### config.mk
export PLATFORM = sky130hd
export DESIGN_NAME = wdsp_top
export DESIGN_NICKNAME = d
export VERILOG_FILES = /design/src/wdsp_pkg.sv /design/src/wdsp_sync.sv /design/src/wdsp_cnt.sv /design/src/wdsp_top.sv
export SDC_FILE = /design/constraint.sdc
export NUM_CORES = 1
export LEC_CHECK = 0
export ABC_AREA = 1
export ABC_CLOCK_PERIOD_IN_PS = 4900
export BUFFER_PORTS_ARGS = -buffer_cell sky130_fd_sc_hd__buf_4
export CORE_MARGIN = 2
export CORE_UTILIZATION = 60
export CTS_CLUSTER_SIZE = 12
export DETAILED_ROUTE_END_ITERATION = 10
export HOLD_SLACK_MARGIN = 0.12
export PLACE_DENSITY = 0.85
export SKIP_CTS_REPAIR_TIMING = 1
export SLEW_MARGIN = 20
export SYNTH_ARGS = -nofsm -noshare
export SYNTH_HDL_FRONTEND = slang
export SYNTH_SLANG_ARGS = --single-unit
### constraint.sdc
create_clock -name clk -period 4.9 [get_ports clk]
set_clock_uncertainty 0.2 [all_clocks]
set_input_delay 0.98 -clock clk [delete_from_list [all_inputs] [get_ports clk]]
set_output_delay 0.98 -clock clk [all_outputs]
set_load 0.01 [all_outputs]
### src/wdsp_pkg.sv
// constants for the protected watchdog: register map, field positions, counts
// assumes an 8-bit register port with a 16-bit address
package wdsp_pkg;

    // ****************************************
    // register offsets
    // ****************************************
    localparam logic [15:0] ADDR_REFRESH = 16'h0000;
    localparam logic [15:0] ADDR_START = 16'h0001;
    localparam logic [15:0] ADDR_PROT_CTRL = 16'h0002;
    localparam logic [15:0] ADDR_CLK_MODE1 = 16'h0003;
    localparam logic [15:0] ADDR_PROC_MODE1 = 16'h0004;
    localparam logic [15:0] ADDR_IRQ_STAT = 16'h0005;
    localparam logic [15:0] ADDR_IRQ_MASK = 16'h0006;
    localparam logic [15:0] ADDR_COUNT_LO = 16'h0007;
    localparam logic [15:0] ADDR_COUNT_HI = 16'h0008;
    localparam logic [15:0] ADDR_OPTION = 16'hffff;

    // ****************************************
    // field positions
    // ****************************************
    localparam int PROT_EN_POS = 7;       // protection_enable_bit in protection_ctrl_reg
    localparam int PROT_ON_POS = 0;       // protection_on_flag (read only)
    localparam int ALL_STOP_POS = 0;      // all_clock_stop_bit in clock_mode_reg1
    localparam int SLOW_STOP_POS = 4;     // slow_osc_stop_bit in clock_mode_reg1
    localparam int UF_RST_SEL_POS = 2;    // underflow_reset_select in proc_mode_reg1
    localparam int OPT_PROT_INIT_POS = 7; // protection_init_bit of startup_option_byte
    localparam int OPT_AUTOSTART_POS = 0; // autostart_disable_bit of startup_option_byte
    localparam int IRQ_UNDERFLOW_POS = 0;
    localparam int IRQ_REFRESH_POS = 1;
    localparam int IRQ_BLOCKED_POS = 2;
    localparam int IRQ_BITS = 3;

    // ****************************************
    // values and counts
    // ****************************************
    localparam logic [7:0] REFRESH_FIRST = 8'h00;
    localparam logic [7:0] REFRESH_SECOND = 8'hff;
    localparam int WDT_PERIOD = 4096;
    localparam logic [11:0] WDT_RELOAD = 12'hfff;
    localparam logic [7:0] CLK_MODE1_RST = 8'h00;
    localparam logic [7:0] PROC_MODE1_RST = 8'h00;
    localparam logic [IRQ_BITS-1:0] IRQ_MASK_RST = 3'h0;

endpackage

### src/wdsp_sync.sv
// three-flop synchroniser with agreement filter and rising-edge pulse
// assumes the input is asynchronous to clk and slower than clk/4
`timescale 1ns/10ps
`default_nettype none
module wdsp_sync (
    input wire logic clk,        // system clock
    input wire logic rst_n,      // async reset, active low
    input wire logic ce,         // clock enable
    input wire logic async_in,   // pin level
    output logic level,          // filtered level
    output logic rise            // one-cycle pulse on filtered rise
);
    logic s1_r;
    logic s2_r;
    logic s3_r;
    logic level_r;

    // ****************************************
    // sampling chain
    // ****************************************
    // s1 feeds only s2, to keep metastability out of the filter
    always_ff @(posedge clk or negedge rst_n) begin
        if (!rst_n) begin
            s1_r <= 1'b0;
            s2_r <= 1'b0;
            s3_r <= 1'b0;
        end else if (ce) begin
            s1_r <= async_in;
            s2_r <= s1_r;
            s3_r <= s2_r;
        end
    end

    // level only moves once the second and third stage agree
    always_ff @(posedge clk or negedge rst_n) begin
        if (!rst_n) begin
            level_r <= 1'b0;
        end else if (ce && (s2_r == s3_r)) begin
            level_r <= s3_r;
        end
    end

    assign level = level_r;
    assign rise = ce && (s2_r == s3_r) && s3_r && !level_r;
endmodule
`default_nettype wire

### src/wdsp_cnt.sv
// down counter with load, count enable and underflow indication
// assumes load and enable come from logic on the same clock
`timescale 1ns/10ps
`default_nettype none
module wdsp_cnt #(
    parameter int W = 12
) (
    input wire logic clk,           // system clock
    input wire logic rst_n,         // async reset, active low
    input wire logic ce,            // clock enable
    input wire logic load,          // reload request
    input wire logic [W-1:0] init,  // reload value
    input wire logic dec,           // one count
    output logic [W-1:0] count,     // current value
    output logic underflow          // pulse: count leaving zero
);
    logic [W-1:0] cnt_r;

    // ****************************************
    // counter
    // ****************************************
    // underflow reloads so the next period starts at once
    always_ff @(posedge clk or negedge rst_n) begin
        if (!rst_n) begin
            cnt_r <= '1;
        end else if (ce) begin
            if (load || underflow) begin
                cnt_r <= init;
            end else if (dec) begin
                cnt_r <= cnt_r - 1'b1;
            end
        end
    end

    assign count = cnt_r;
    assign underflow = ce && dec && !load && (cnt_r == '0);
endmodule
`default_nettype wire

### src/wdsp_top.sv
// watchdog with count source protection, register port and interrupt
// assumes slow_osc_clk is the low-speed oscillator arriving as a pin,
// and option_byte is the static flash option byte
//
// Implementation choice: the address-and-strobe port.
`timescale 1ns/10ps
`default_nettype none

// Contract
// in protection mode the counter is clocked from the slow oscillator
// counter decrements, 4096 slow-oscillator counts per period
// refresh by 00h then FFh; also reinit on reset and underflow
// in protection mode an underflow resets the chip, no interrupt
// autostart option 1 keeps counter stopped until start register written
// autostart option 0 starts counting as soon as reset ends
// once started in protection mode, wait mode does not halt counting
// setting protection enable loads 0FFFh into the counter
// setting protection enable clears the slow oscillator stop bit
// setting protection enable sets the underflow reset select bit
// in protection mode writes of 1 to all-clock-stop are ignored
// in protection mode writes of 1 to slow-oscillator stop are ignored
// protection init option 0 forces protection enable to 1
// autostart option bit is not writable by software
// protection init option bit is not writable by software
// refresh only when FFh directly follows 00h to the refresh register
module wdsp_top
    import wdsp_pkg::*;
#(
    parameter int CNT_W = 12
) (
    input wire logic clk,                // system clock, 50 MHz
    input wire logic rst_n,              // async reset, active low
    input wire logic ce,                 // clock enable, freezes all state
    input wire logic slow_osc_clk,       // low-speed oscillator pin
    input wire logic [7:0] option_byte,  // flash option byte, static
    input wire logic wait_mode,          // cpu in wait mode
    input wire logic [15:0] addr,        // register address
    input wire logic [7:0] wdata,        // write data
    input wire logic wr,                 // write strobe
    input wire logic rd,                 // read strobe
    output logic [7:0] rdata,            // read data, cycle after rd
    output logic irq,                    // level interrupt
    output logic wdt_reset,              // one-cycle chip reset request
    output logic prot_on,                // protection mode active
    output logic all_clock_stop,         // stop mode request bit
    output logic slow_osc_stop           // slow oscillator off request
);

    // ****************************************
    // declarations
    // ****************************************
    logic [7:0] rdata_r;
    logic irq_r;
    logic wdt_reset_r;
    logic prot_r;
    logic prot_d_r;
    logic all_stop_r;
    logic slow_stop_r;
    logic uf_rst_sel_r;
    logic [7:0] opt_r;
    logic opt_valid_r;
    logic run_r;
    logic armed_r;
    logic [IRQ_BITS-1:0] stat_r;
    logic [IRQ_BITS-1:0] stat_nxt;
    logic [IRQ_BITS-1:0] mask_r;
    logic [IRQ_BITS-1:0] ev_set;
    logic [IRQ_BITS-1:0] ev_clr;
    logic osc_level;
    logic osc_tick;
    logic [CNT_W-1:0] count;
    logic underflow;
    logic refresh_ok;
    logic prot_rise;
    logic cnt_load;
    logic cnt_dec;
    logic blocked_wr;
    logic wr_refresh;
    logic wr_clk_mode;

    // full 16-bit address equality match, used by every write decode
    function automatic logic hit(input logic [15:0] a, input logic [15:0] want);
        hit = (a == want);
    endfunction

    // ****************************************
    // slow oscillator tick and counter
    // ****************************************
    // the slow oscillator is sampled, not used as a clock, so the
    // counter survives a stopped cpu clock only if clk itself survives
    wdsp_sync u_sync (
        .clk(clk),
        .rst_n(rst_n),
        .ce(ce),
        .async_in(slow_osc_clk),
        .level(osc_level),
        .rise(osc_tick)
    );

    // count only on slow oscillator edges
    // wait mode halts the count only outside protection mode
    assign cnt_dec = run_r && osc_tick && (prot_r || !wait_mode);
    // reload on refresh and on entering protection
    assign cnt_load = refresh_ok || prot_rise;

    // decrement from 0fffh gives 4096 counts to underflow
    wdsp_cnt #(
        .W(CNT_W)
    ) u_cnt (
        .clk(clk),
        .rst_n(rst_n),
        .ce(ce),
        .load(cnt_load),
        .init(WDT_RELOAD[CNT_W-1:0]),
        .dec(cnt_dec),
        .count(count),
        .underflow(underflow)
    );

    // ****************************************
    // option byte capture
    // ****************************************
    // option byte is latched once after reset release; software has
    // no write path to it at all
    always_ff @(posedge clk or negedge rst_n) begin
        if (!rst_n) begin
            opt_r <= 8'hff;
            opt_valid_r <= 1'b0;
        end else if (ce && !opt_valid_r) begin
            opt_r <= option_byte;
            opt_valid_r <= 1'b1;
        end
    end

    // ****************************************
    // run control
    // ****************************************
    // autostart option 0 starts counting right after capture;
    // option 1 waits for a write to the start register
    always_ff @(posedge clk or negedge rst_n) begin
        if (!rst_n) begin
            run_r <= 1'b0;
        end else if (ce) begin
            if (opt_valid_r && !opt_r[OPT_AUTOSTART_POS]) begin
                run_r <= 1'b1;
            end else if (wr && hit(addr, ADDR_START)) begin
                run_r <= 1'b1;
            end
        end
    end

    // ****************************************
    // refresh sequence
    // ****************************************
    assign wr_refresh = wr && hit(addr, ADDR_REFRESH);
    // only ffh right after 00h counts
    assign refresh_ok = wr_refresh && armed_r && (wdata == REFRESH_SECOND);

    // any other write to the refresh register disarms
    always_ff @(posedge clk or negedge rst_n) begin
        if (!rst_n) begin
            armed_r <= 1'b0;
        end else if (ce && wr_refresh) begin
            armed_r <= (wdata == REFRESH_FIRST);
        end
    end

    // ****************************************
    // protection enable
    // ****************************************
    // once set it stays until reset; a cleared init option forces it
    always_ff @(posedge clk or negedge rst_n) begin
        if (!rst_n) begin
            prot_r <= 1'b0;
        end else if (ce) begin
            if (opt_valid_r && !opt_r[OPT_PROT_INIT_POS]) begin
                prot_r <= 1'b1;
            end else if (wr && hit(addr, ADDR_PROT_CTRL) && wdata[PROT_EN_POS]) begin
                prot_r <= 1'b1;
            end
        end
    end

    // delayed copy to find the moment protection switches on
    always_ff @(posedge clk or negedge rst_n) begin
        if (!rst_n) begin
            prot_d_r <= 1'b0;
        end else if (ce) begin
            prot_d_r <= prot_r;
        end
    end

    assign prot_rise = prot_r && !prot_d_r;

    // ****************************************
    // clock and processor mode bits
    // ****************************************
    assign wr_clk_mode = wr && hit(addr, ADDR_CLK_MODE1);
    // a write of 1 to either stop bit in protection mode is dropped
    assign blocked_wr = wr_clk_mode && prot_r &&
        (wdata[ALL_STOP_POS] || wdata[SLOW_STOP_POS]);

    // all-clock-stop: writes of 1 ignored while protected
    always_ff @(posedge clk or negedge rst_n) begin
        if (!rst_n) begin
            all_stop_r <= CLK_MODE1_RST[ALL_STOP_POS];
        end else if (ce && wr_clk_mode) begin
            if (!(prot_r && wdata[ALL_STOP_POS])) begin
                all_stop_r <= wdata[ALL_STOP_POS];
            end
        end
    end

    // slow oscillator stop: cleared on entry, 1 ignored while on
    always_ff @(posedge clk or negedge rst_n) begin
        if (!rst_n) begin
            slow_stop_r <= CLK_MODE1_RST[SLOW_STOP_POS];
        end else if (ce) begin
            if (prot_rise) begin
                slow_stop_r <= 1'b0;
            end else if (wr_clk_mode && !(prot_r && wdata[SLOW_STOP_POS])) begin
                slow_stop_r <= wdata[SLOW_STOP_POS];
            end
        end
    end

    // underflow reset select: forced to 1 while protected
    always_ff @(posedge clk or negedge rst_n) begin
        if (!rst_n) begin
            uf_rst_sel_r <= PROC_MODE1_RST[UF_RST_SEL_POS];
        end else if (ce) begin
            if (prot_r) begin
                uf_rst_sel_r <= 1'b1;
            end else if (wr && hit(addr, ADDR_PROC_MODE1)) begin
                uf_rst_sel_r <= wdata[UF_RST_SEL_POS];
            end
        end
    end

    // ****************************************
    // underflow action
    // ****************************************
    // reset request when selected; protection always selects it
    always_ff @(posedge clk or negedge rst_n) begin
        if (!rst_n) begin
            wdt_reset_r <= 1'b0;
        end else if (ce) begin
            wdt_reset_r <= underflow && (uf_rst_sel_r || prot_r);
        end
    end

    // ****************************************
    // interrupt status and mask
    // ****************************************
    // underflow only raises an interrupt when it does not reset
    always_comb begin
        ev_set = '0;
        ev_set[IRQ_UNDERFLOW_POS] = underflow && !uf_rst_sel_r && !prot_r;
        ev_set[IRQ_REFRESH_POS] = refresh_ok;
        ev_set[IRQ_BLOCKED_POS] = blocked_wr;
        ev_clr = '0;
        if (wr && hit(addr, ADDR_IRQ_STAT)) begin
            ev_clr = wdata[IRQ_BITS-1:0];
        end
        // a new event beats a clear in the same cycle
        stat_nxt = (stat_r & ~ev_clr) | ev_set;
    end

    always_ff @(posedge clk or negedge rst_n) begin
        if (!rst_n) begin
            stat_r <= '0;
        end else if (ce) begin
            stat_r <= stat_nxt;
        end
    end

    always_ff @(posedge clk or negedge rst_n) begin
        if (!rst_n) begin
            mask_r <= IRQ_MASK_RST;
        end else if (ce && wr && hit(addr, ADDR_IRQ_MASK)) begin
            mask_r <= wdata[IRQ_BITS-1:0];
        end
    end

    // registered from stat_nxt, so it changes in the same cycle as the status
    always_ff @(posedge clk or negedge rst_n) begin
        if (!rst_n) begin
            irq_r <= 1'b0;
        end else if (ce) begin
            irq_r <= |(stat_nxt & mask_r);
        end
    end

    // ****************************************
    // read port
    // ****************************************
    // data stands only in the cycle after the strobe; unmapped reads 00h
    always_ff @(posedge clk or negedge rst_n) begin
        if (!rst_n) begin
            rdata_r <= 8'h00;
        end else if (ce) begin
            rdata_r <= 8'h00;
            if (rd) begin
                unique case (addr)
                    ADDR_PROT_CTRL: begin
                        rdata_r[PROT_EN_POS] <= prot_r;
                        rdata_r[PROT_ON_POS] <= prot_r;
                    end
                    ADDR_CLK_MODE1: begin
                        rdata_r[ALL_STOP_POS] <= all_stop_r;
                        rdata_r[SLOW_STOP_POS] <= slow_stop_r;
                    end
                    ADDR_PROC_MODE1: rdata_r[UF_RST_SEL_POS] <= uf_rst_sel_r;
                    ADDR_IRQ_STAT: rdata_r[IRQ_BITS-1:0] <= stat_r;
                    ADDR_IRQ_MASK: rdata_r[IRQ_BITS-1:0] <= mask_r;
                    ADDR_COUNT_LO: rdata_r <= count[7:0];
                    ADDR_COUNT_HI: rdata_r[CNT_W-9:0] <= count[CNT_W-1:8];
                    ADDR_OPTION: rdata_r <= opt_r;
                    default: rdata_r <= 8'h00;
                endcase
            end
        end
    end

    // ****************************************
    // outputs
    // ****************************************
    assign rdata = rdata_r;
    assign irq = irq_r;
    assign wdt_reset = wdt_reset_r;
    assign prot_on = prot_d_r;
    assign all_clock_stop = all_stop_r;
    assign slow_osc_stop = slow_stop_r;

endmodule
`default_nettype wire

==> results of run 1 <==
-- how the worst max path moves through the flow --
stage               startpoint           end  cells past startpoint
floorplan              addr[8]  uf_rst_sel_r                      8
global placement       addr[8]           irq                     13
CTS                    addr[8]           irq                     13
detailed placement     addr[8]           irq                     13
global route           addr[8]           irq                     13
finish                 addr[8]           irq                     13
-- power by group --
part / leakage (nW) / switching (mW) / internal, mW / total [mW]
clock network: 0.0552 / 0.131 / 0.152 / 0.282
registers: 0.567 / 0.0305 / 0.448 / 0.479
logic: 1.03 / 0.106 / 0.0649 / 0.171
-- per-layer routing --
metal | up-vias | global-route usage (%) | wire length, um
met5 | - | 0 | 0
met4 | 0 | 8.23 | 104
met3 | 11 | 5.90 | 496
met2 | 104 | 43.6 | 3200
met1 | 1222 | 41.9 | 3270
li1 | 1319 | - | -
-- state kept, by name, summed over array words and instances (netlist names), 3 cells and up --
register	cells
u_cnt.count	12
opt_r	8
rdata	8
mask_r	3
stat_r	3
-- area by class of cell --
cell class | instances | share of cell area (%)
Multi-Input combinational cell | 270 | 41.8
Inverter | 51 | 5.70
Timing Repair Buffer | 51 | 11.3
Tap cell | 54 | 1.99
Sequential cell | 48 | 36.1
Clock inverter | 2 | 1.03
Clock buffer | 6 | 2.13
-- stage by stage --
stage / hold slack, ns / worst slack (ns) / power (mW) / cells
2_1_floorplan: 0.221 / 2.58 / 0.586 / 375
6_report: 0.267 / 2.47 / 0.932 / 482
4_1_cts: 0.266 / 2.50 / 0.939 / 482
5_1_grt: 0.289 / 2.21 / 0.976 / 482
3_5_place_dp: 0.244 / 2.19 / 0.655 / 474
3_3_place_gp: 0.235 / 2.21 / 0.650 / 474
-- cell families (layout without fill, tap and decap cells) --
group / Yosys count / in the layout / synth area share, %
and+or+nand+nor: 198 / 198 / 32.7
buffers and inverters: 57 / 110 / 8.04
AOI/OAI and AO/OA: 56 / 56 / 11.1
DFF: 48 / 48 / 42.6
xor gates and xnor gates: 8 / 8 / 2.43
muxes: 7 / 7 / 2.74
adders and majority gates: 1 / 1 / 0.434
-- synth_stat cells (3+ instances only) --
master    number  area share (%)
nand4_1        5             1.1
nor2_1        41             5.3
o21ai_1       15             2.6
inv_2          9             1.2
mux2_2         6             2.3
o22ai_1        3            0.65
a21oi_1        4            0.70
xor2_1         8             2.4
nor2_4         6             2.3
nor3_1        16             2.8
nand3_1       18             3.1
o221ai_1       3            0.91
clkbuf_1       3            0.39
nand2_1       97              13
dfstp_2       20              18
o21ai_0       23             4.0
inv_1         41             5.3
dfrtp_1       28              24
-- critical path, cell delays in order --
cell     delay, ns
buf_4         0.11
nor2_1        0.09
nand3_1       0.11
nor2_4        0.35
nand2_1       0.23
nor2_1        0.13
nand2_1       0.06
nand2_1       0.05
nand2_1       0.07
nand2_1       0.07
nand2_1       0.05
nor2_1        0.08
nor2_1        0.04
==> qor.yml, run 1 <==
status: "complete, no violations"
synth_area_um2: 2880
finalCriticalPeriod_ns: 2.43
grt_pass1_wl_um: 11800
io_pins: 52
synth_async_sr_flop_share_pct: 100
vias_per_cell: 5.51
r2r_start: "u_cnt.count[0]"
place_hpwl_um: 5370
tritoncts: "yes"
setup_viol: 0
synth-edff-count: 0
grt_pass1_vias: 2493
syn_to_final_growth_pct: 18.1
worstReg2RegEnd: "u_cnt.count[1]"
powerDensity_nw_per_um2: 274
final_nets: 467
avgRoutedWirePerCell_um: 14.7
ir_worst_vdd_v: 0.000199
final_cell_mix: "nand2_1 (97), buf_4 (51), inv_1 (41), nor2_1 (41), dfrtp_1 (28)"
end_kind: "flop"
htreeDepth: 2
dieArea_um2: 5370
multi_input_area_um2: 1420
finalCritPeriodShare_pct: 49.6
final_common_cell: "nand2_1"
numCtsBuffers: 5
crit_required_ns: 4.90
port_buffers: 51
vias: 2656
grt_overflow_total: 0
gp_congestion: 0.922
fmax_ghz: 0.411
drive_gt1_share_pct: 26.4
rrSetupSlack_ns: 2.77
cp_max_fo: 16
die_h_um: 73.3
min_path_type: "flop to flop"
syn-instance-count: 375
drv_slew: 0
die_w_um: 73.3
row_count: 25
hold_viol: 0
core_area_um2: 4660
antenna_found_initial: 0
final-seq-area_um2: 1230
start_kind: "primary input"
fin_area_um2: 3400
min-delay-start: "run_r"
cts.reportedPaths.clkPinSlew_ns: 0.08
wl_um: 7080
crit_type: "primary input to flop"
drcViolationCount: 0
tns_ns: 0
start_util_pct: 61.8
first_pass_iters: 5
cts_sinks: 48
clk_latency_ns: 0.30
synth_ff_type: "dfrtp_1"
fillers: 383
ant_nets: 0
yosysSeqAreaShare_pct: 42.6
slew_headroom_pct: 61.1
drv_cap: 0
utilization_pct: 73.0
grt_setup_unrepaired: "no"
reg2regPathDepth: 10
synth_cell_type_count: 37
clockBufferDepth: 2
synth.net_count: 415
drt_iter0_drc: 260
leakage_nw: 1.65
grt_max_degree: 49
cts_root_buf: "clkbuf_8"
arrival_ns: 2.43
yosys_warnings: 0
worstMarginPinSlew_ns: 0.584
worstHoldEndpoint: "run_r"
ys_ff_latch: 48
diodes: 0
holdPathStages: 2
postPlaceCellArea_um2: 3290
postSynthAreaPerCell_um2: 7.68
grt_use_total_pct: 28.8
Power figures use the tool's default switching activity.
==> run 2, diff against run 1 <==
- ABC_CLOCK_PERIOD_IN_PS: 4900 -> 2500
- CORE_UTILIZATION: 60 -> 56
- PLACE_DENSITY: 0.85 -> 0.8
- clock period: 4.9 -> 2.5 ns (I/O delays scaled with it)
==> qor.yml, run 2 (synthesized netlist as in run 1, its figures left out) <==
final_cell_mix: "nand2_1 (97), buf_4 (52), inv_1 (41), nor2_1 (41), dfrtp_1 (28)"
slew_headroom_pct: 60.4  # -0.64 points
final_common_cell: "nand2_1"
worstMarginPinSlew_ns: 0.594  # +0.00958 ns
clk_latency_ns: 0.30  # about the same
clockBufferDepth: 2  # unchanged
final_nets: 469  # +0.43%
tritoncts: "yes"
htreeDepth: 2  # unchanged
die_w_um: 75.7  # +3.3%
syn_to_final_growth_pct: 19.4
numCtsBuffers: 5  # unchanged
cp-startpoint: "u_cnt.count[0]"
hold_viol: 0  # unchanged
arrival_ns: 2.14  # -0.29 ns
port_buffers: 51  # unchanged
finalCriticalPeriod_ns: 2.10
grt_setup_unrepaired: "no"
setup_viol: 0  # unchanged
start_util_pct: 57.1  # -4.7 points
r2r_start: "u_cnt.count[0]"
avgRoutedWirePerCell_um: 14.1  # -3.7%
leakage_nw: 1.66  # +0.54%
cts.reportedPaths.clkPinSlew_ns: 0.09  # about the same
grt_pass1_wl_um: 11500  # -2.5%
drive_gt1_share_pct: 26.5  # +0.11 points
start_kind: "flop"
status: "complete, no violations"
cts_sinks: 48  # unchanged
grt_overflow_total: 0  # unchanged
min_path_type: "primary input to flop"
powerDensity_nw_per_um2: 534  # +95%
drv_slew: 0  # unchanged
diodes: 0  # unchanged
vias_per_cell: 5.38  # -2.3%
core_area_um2: 5040  # +8.2%
grt_pass1_vias: 2456  # -1.5%
ir_worst_vdd_v: 0.000382  # +92%
ant_nets: 0  # unchanged
die_h_um: 75.7  # +3.3%
fmax_ghz: 0.476
whs_ns: 0.214  # -0.0529 ns
drcViolationCount: 0  # unchanged
io_pins: 52  # unchanged
grt_max_degree: 49  # unchanged
antenna_found_initial: 0  # unchanged
first_pass_iters: 5  # unchanged
drt_iter0_drc: 223  # -14%
worstReg2RegEnd: "u_cnt.count[6]"
dieArea_um2: 5730  # +6.7%
cts_root_buf: "clkbuf_8"
crit_type: "flop to flop"
drv_cap: 0  # unchanged
row_count: 26  # +4.0%
wl_um: 7070  # about the same
finalCritPeriodShare_pct: 84.1
fillers: 425  # +11%
grt_use_total_pct: 26.8  # -2.0 points
tns_ns: 0  # unchanged
place_hpwl_um: 5400  # +0.44%
cp_max_fo: 17  # +1
critPathCapture: "u_cnt.count[6]"
rrSetupSlack_ns: 0.40  # -2.37 ns
crit_required_ns: 2.53  # -2.37 ns
gp_congestion: 1.01  # +9.6%
vias: 2691  # +1.3%
end_kind: "flop"
largest_reg_flops: 12  # unchanged
reg2regPathDepth: 12  # +2
-- run 2: changes by cell type in the layout (fill, tap and decap cells not counted) --
cell           before  now
buf_4              51   52
dlygate4sd3_1       0    1
-- run 2: power by group --
| group | internal, mW | switching (mW) | total, mW |
|---|---|---|---|
| logic | 0.129 | 0.209 | 0.338 |
| clock network | 0.297 | 0.263 | 0.560 |
| registers | 0.878 | 0.0599 | 0.938 |
-- run 2: how the worst min path moves through the flow --
stage | from | endpoint | slack [ns] | cells past startpoint
floorplan | rst_n | all_clock_stop | 0.004 | 0
global placement | run_r | run_r | 0.24 | 2
detailed placement | run_r | run_r | 0.25 | 2
CTS | rst_n | armed_r | 0.02 | 1
global route | slow_osc_clk | u_sync.s1_r | 0.22 | 3
finish | slow_osc_clk | u_sync.s1_r | 0.21 | 3
-- run 2: area by class of cell --
class / instances / area [um2] / share of cell area [%]
multi-input combinational: 270 / 1420 / 41.4
tap: 70 / 87.6 / 2.55
inverter: 51 / 194 / 5.64
sequential: 48 / 1230 / 35.7
clock buffer: 6 / 72.6 / 2.11
clock inverter: 2 / 35.0 / 1.02
timing repair buffer: 53 / 400 / 11.6
-- run 2: worst max-delay path: stages (launching register included) --
cell     delay (ns)
dfstp_2        0.38
inv_1          0.11
ha_1           0.21
nand3_1        0.09
nor2_1         0.22
nand2_1        0.15
nor2_4         0.14
nor2_4         0.07
nand2_4        0.06
nand2_4        0.07
inv_4          0.15
o21ai_1        0.09
o21ai_1        0.09
-- run 2: through the flow --
stage                     cell area [um2]  worst slack, ns  total power, mW  util [%]  instances
after CTS                            3430            0.421             1.84      68.0        499
after global routing                 3440            0.189             1.93      68.2        500
after floorplan                      2880            0.570             1.15         -        375
after global placement               3320            0.293             1.27      65.9        491
after detailed placement             3320            0.259             1.29      65.9        491
final                                3440            0.398             1.84      68.2        500
-- run 2: metal layers --
layer	global-route usage [%]	up-vias	wire (um)
li1	-	1322	-
met1	39.8	1230	3210
met2	39.5	119	3140
met3	4.23	20	508
met4	10.5	0	208
met5	0	-	0
==> run 3, diff against run 2 <==
- ABC_CLOCK_PERIOD_IN_PS: 2500 -> 1700
- CORE_UTILIZATION: 56 -> 50
- PLACE_DENSITY: 0.8 -> 0.76
- clock period: 2.5 -> 1.7 ns (I/O delays scaled with it)
==> qor.yml, run 3 (synthesized netlist as in run 1, its figures left out) <==
ant_nets: 0  # unchanged
grt_overflow_total: 0  # unchanged
crit_type: "flop to flop"
tns_ns: -1.87  # -1.87 ns
syn_to_final_growth_pct: 41.0
start_util_pct: 52.0  # -5.1 points
post-place-cells: 539  # +9.8%
avgRoutedWirePerCell_um: 14.6  # +3.3%
slew_headroom_pct: 59.3  # -1.1 points
vias_per_cell: 5.30  # -1.5%
vias: 2980  # +11%
drv_cap: 0  # unchanged
grt_setup_unrepaired: "yes"
finalCritPeriodShare_pct: 111  # +27 points
final_nets: 529  # +13%
clockBufferDepth: 2  # unchanged
drt_iter0_drc: 256  # +15%
grt_pass1_wl_um: 13200  # +14%
leakage_nw: 1.94  # +17%
clockPowerShare_pct: 25.5  # -5.0 points
arrival_ns: 1.91  # -0.23 ns
pwr-share-comb_pct: 26.6  # +8.2 points
power.share.sequential_pct: 47.9  # -3.2 points
die_w_um: 79.9  # +5.5%
swShare_pct: 30.9  # +2.0 points
powerDensity_nw_per_um2: 704  # +32%
io_pins: 52  # unchanged
final_cell_mix: "buf_4 (97), nand2_1 (94), inv_1 (39)"
finalCriticalPeriod_ns: 1.88  # -0.219 ns
first_pass_iters: 6  # +1
grt_max_degree: 49  # unchanged
min_path_type: "primary input to flop"
grt_pass1_vias: 2847  # +16%
switchingPower_mw: 0.884  # +66%
final_cells: 562  # +12%
htreeDepth: 2  # unchanged
largest_reg_flops: 12  # unchanged
cp_max_fo: 5  # -12
start_kind: "flop"
gp_congestion: 0.919  # -9.1%
cts.reportedPaths.clkPinSlew_ns: 0.09  # about the same
numCtsBuffers: 5  # unchanged
crit_required_ns: 1.73  # -0.80 ns
place_hpwl_um: 6000  # +11%
die_h_um: 79.9  # +5.5%
drv_slew: 0  # unchanged
drcViolationCount: 0  # unchanged
wl_um: 8210  # +16%
row_count: 27  # +3.8%
status: "finished with violations"
clk_latency_ns: 0.30  # about the same
antenna_found_initial: 0  # unchanged
tritoncts: "yes"
rrSetupSlack_ns: -0.18  # -0.58 ns
core_area_um2: 5540  # +9.9%
dieArea_um2: 6380  # +11%
final_common_cell: "buf_4"
fin_total_pwr_mw: 2.86  # +56%
diodes: 0  # unchanged
ir_worst_vdd_v: 0.000438  # +15%
port_buffers: 51  # unchanged
cts_sinks: 48  # unchanged
worstMarginPinSlew_ns: 0.611  # +0.0171 ns
fin_ws_ns: -0.183  # -0.581 ns
cts_root_buf: "clkbuf_8"
grt_use_total_pct: 26.4  # -0.38 points
drive_gt1_share_pct: 38.2  # +12 points
end_kind: "flop"
violations: "negative setup slack"
utilization_pct: 73.3  # +5.1 points
setup_viol: 13  # +13
fmax_ghz: 0.531  # +12%
fillers: 433  # +1.9%
hold_viol: 0  # unchanged
power.internal_mw: 1.98  # +51%
-- run 3: final timing paths --
check,end,cells after the start,from
worst max-delay path,u_cnt.count[11],11,u_cnt.count[0]
worst min-delay path,u_sync.s3_r,3,ce
worst max register to register,u_cnt.count[11],11,u_cnt.count[0]
worst min register to register,run_r,2,run_r
max in group asynchronous,rdata[0],2,rst_n
min in group asynchronous,slow_osc_stop,2,rst_n
-- run 3: critical path: stages (launching register included) --
cell and delay, ns:
dfstp_2 0.57, inv_4 0.05, ha_4 0.16, nand3_4 0.06, nor2_4 0.04, nand2_2 0.09, nor2_4 0.05, nor2_4 0.18
inv_4 0.09, buf_6 0.13, o21ai_2 0.11, o21ai_1 0.08
-- run 3: metrics by stage --
step | instance area [um2] | hold slack [ns] | worst slack, ns
3_3_place_gp | 3730 | 0.193 | -0.230
6_report | 4060 | 0.119 | -0.183
3_5_place_dp | 3730 | 0.193 | -0.263
2_1_floorplan | 2910 | -0.156 | -0.0877
4_1_cts | 3820 | -0.139 | -0.210
5_1_grt | 4060 | 0.131 | -0.240
-- run 3: final cells by class --
class | count | area, um2 | share of cell area (%)
multi-input cells | 270 | 1530 | 37.7
clock buffers | 6 | 82.6 | 2.03
flip-flops and latches | 48 | 1230 | 30.2
repair buffers | 113 | 912 | 22.5
well taps | 72 | 90.1 | 2.22
inverters | 51 | 204 | 5.02
clock inverters | 2 | 15.0 | 0.370
-- run 3: power by group through the flow --
stage               Combinational (mW)  Clock [mW]  Sequential (mW)
floorplan                        0.336           0             1.38
global placement                 0.675           0             1.38
detailed placement               0.690           0             1.39
CTS                              0.694       0.743             1.37
global route                     0.840       0.785             1.38
finish                           0.762       0.729             1.37
-- run 3: per-layer routing --
metal	wire, um	up-vias	track usage [%]
li1	-	1443	-
met4	168	0	9.49
met1	3490	1396	36.6
met2	3900	123	40.5
met5	0	-	0
met3	654	18	6.00
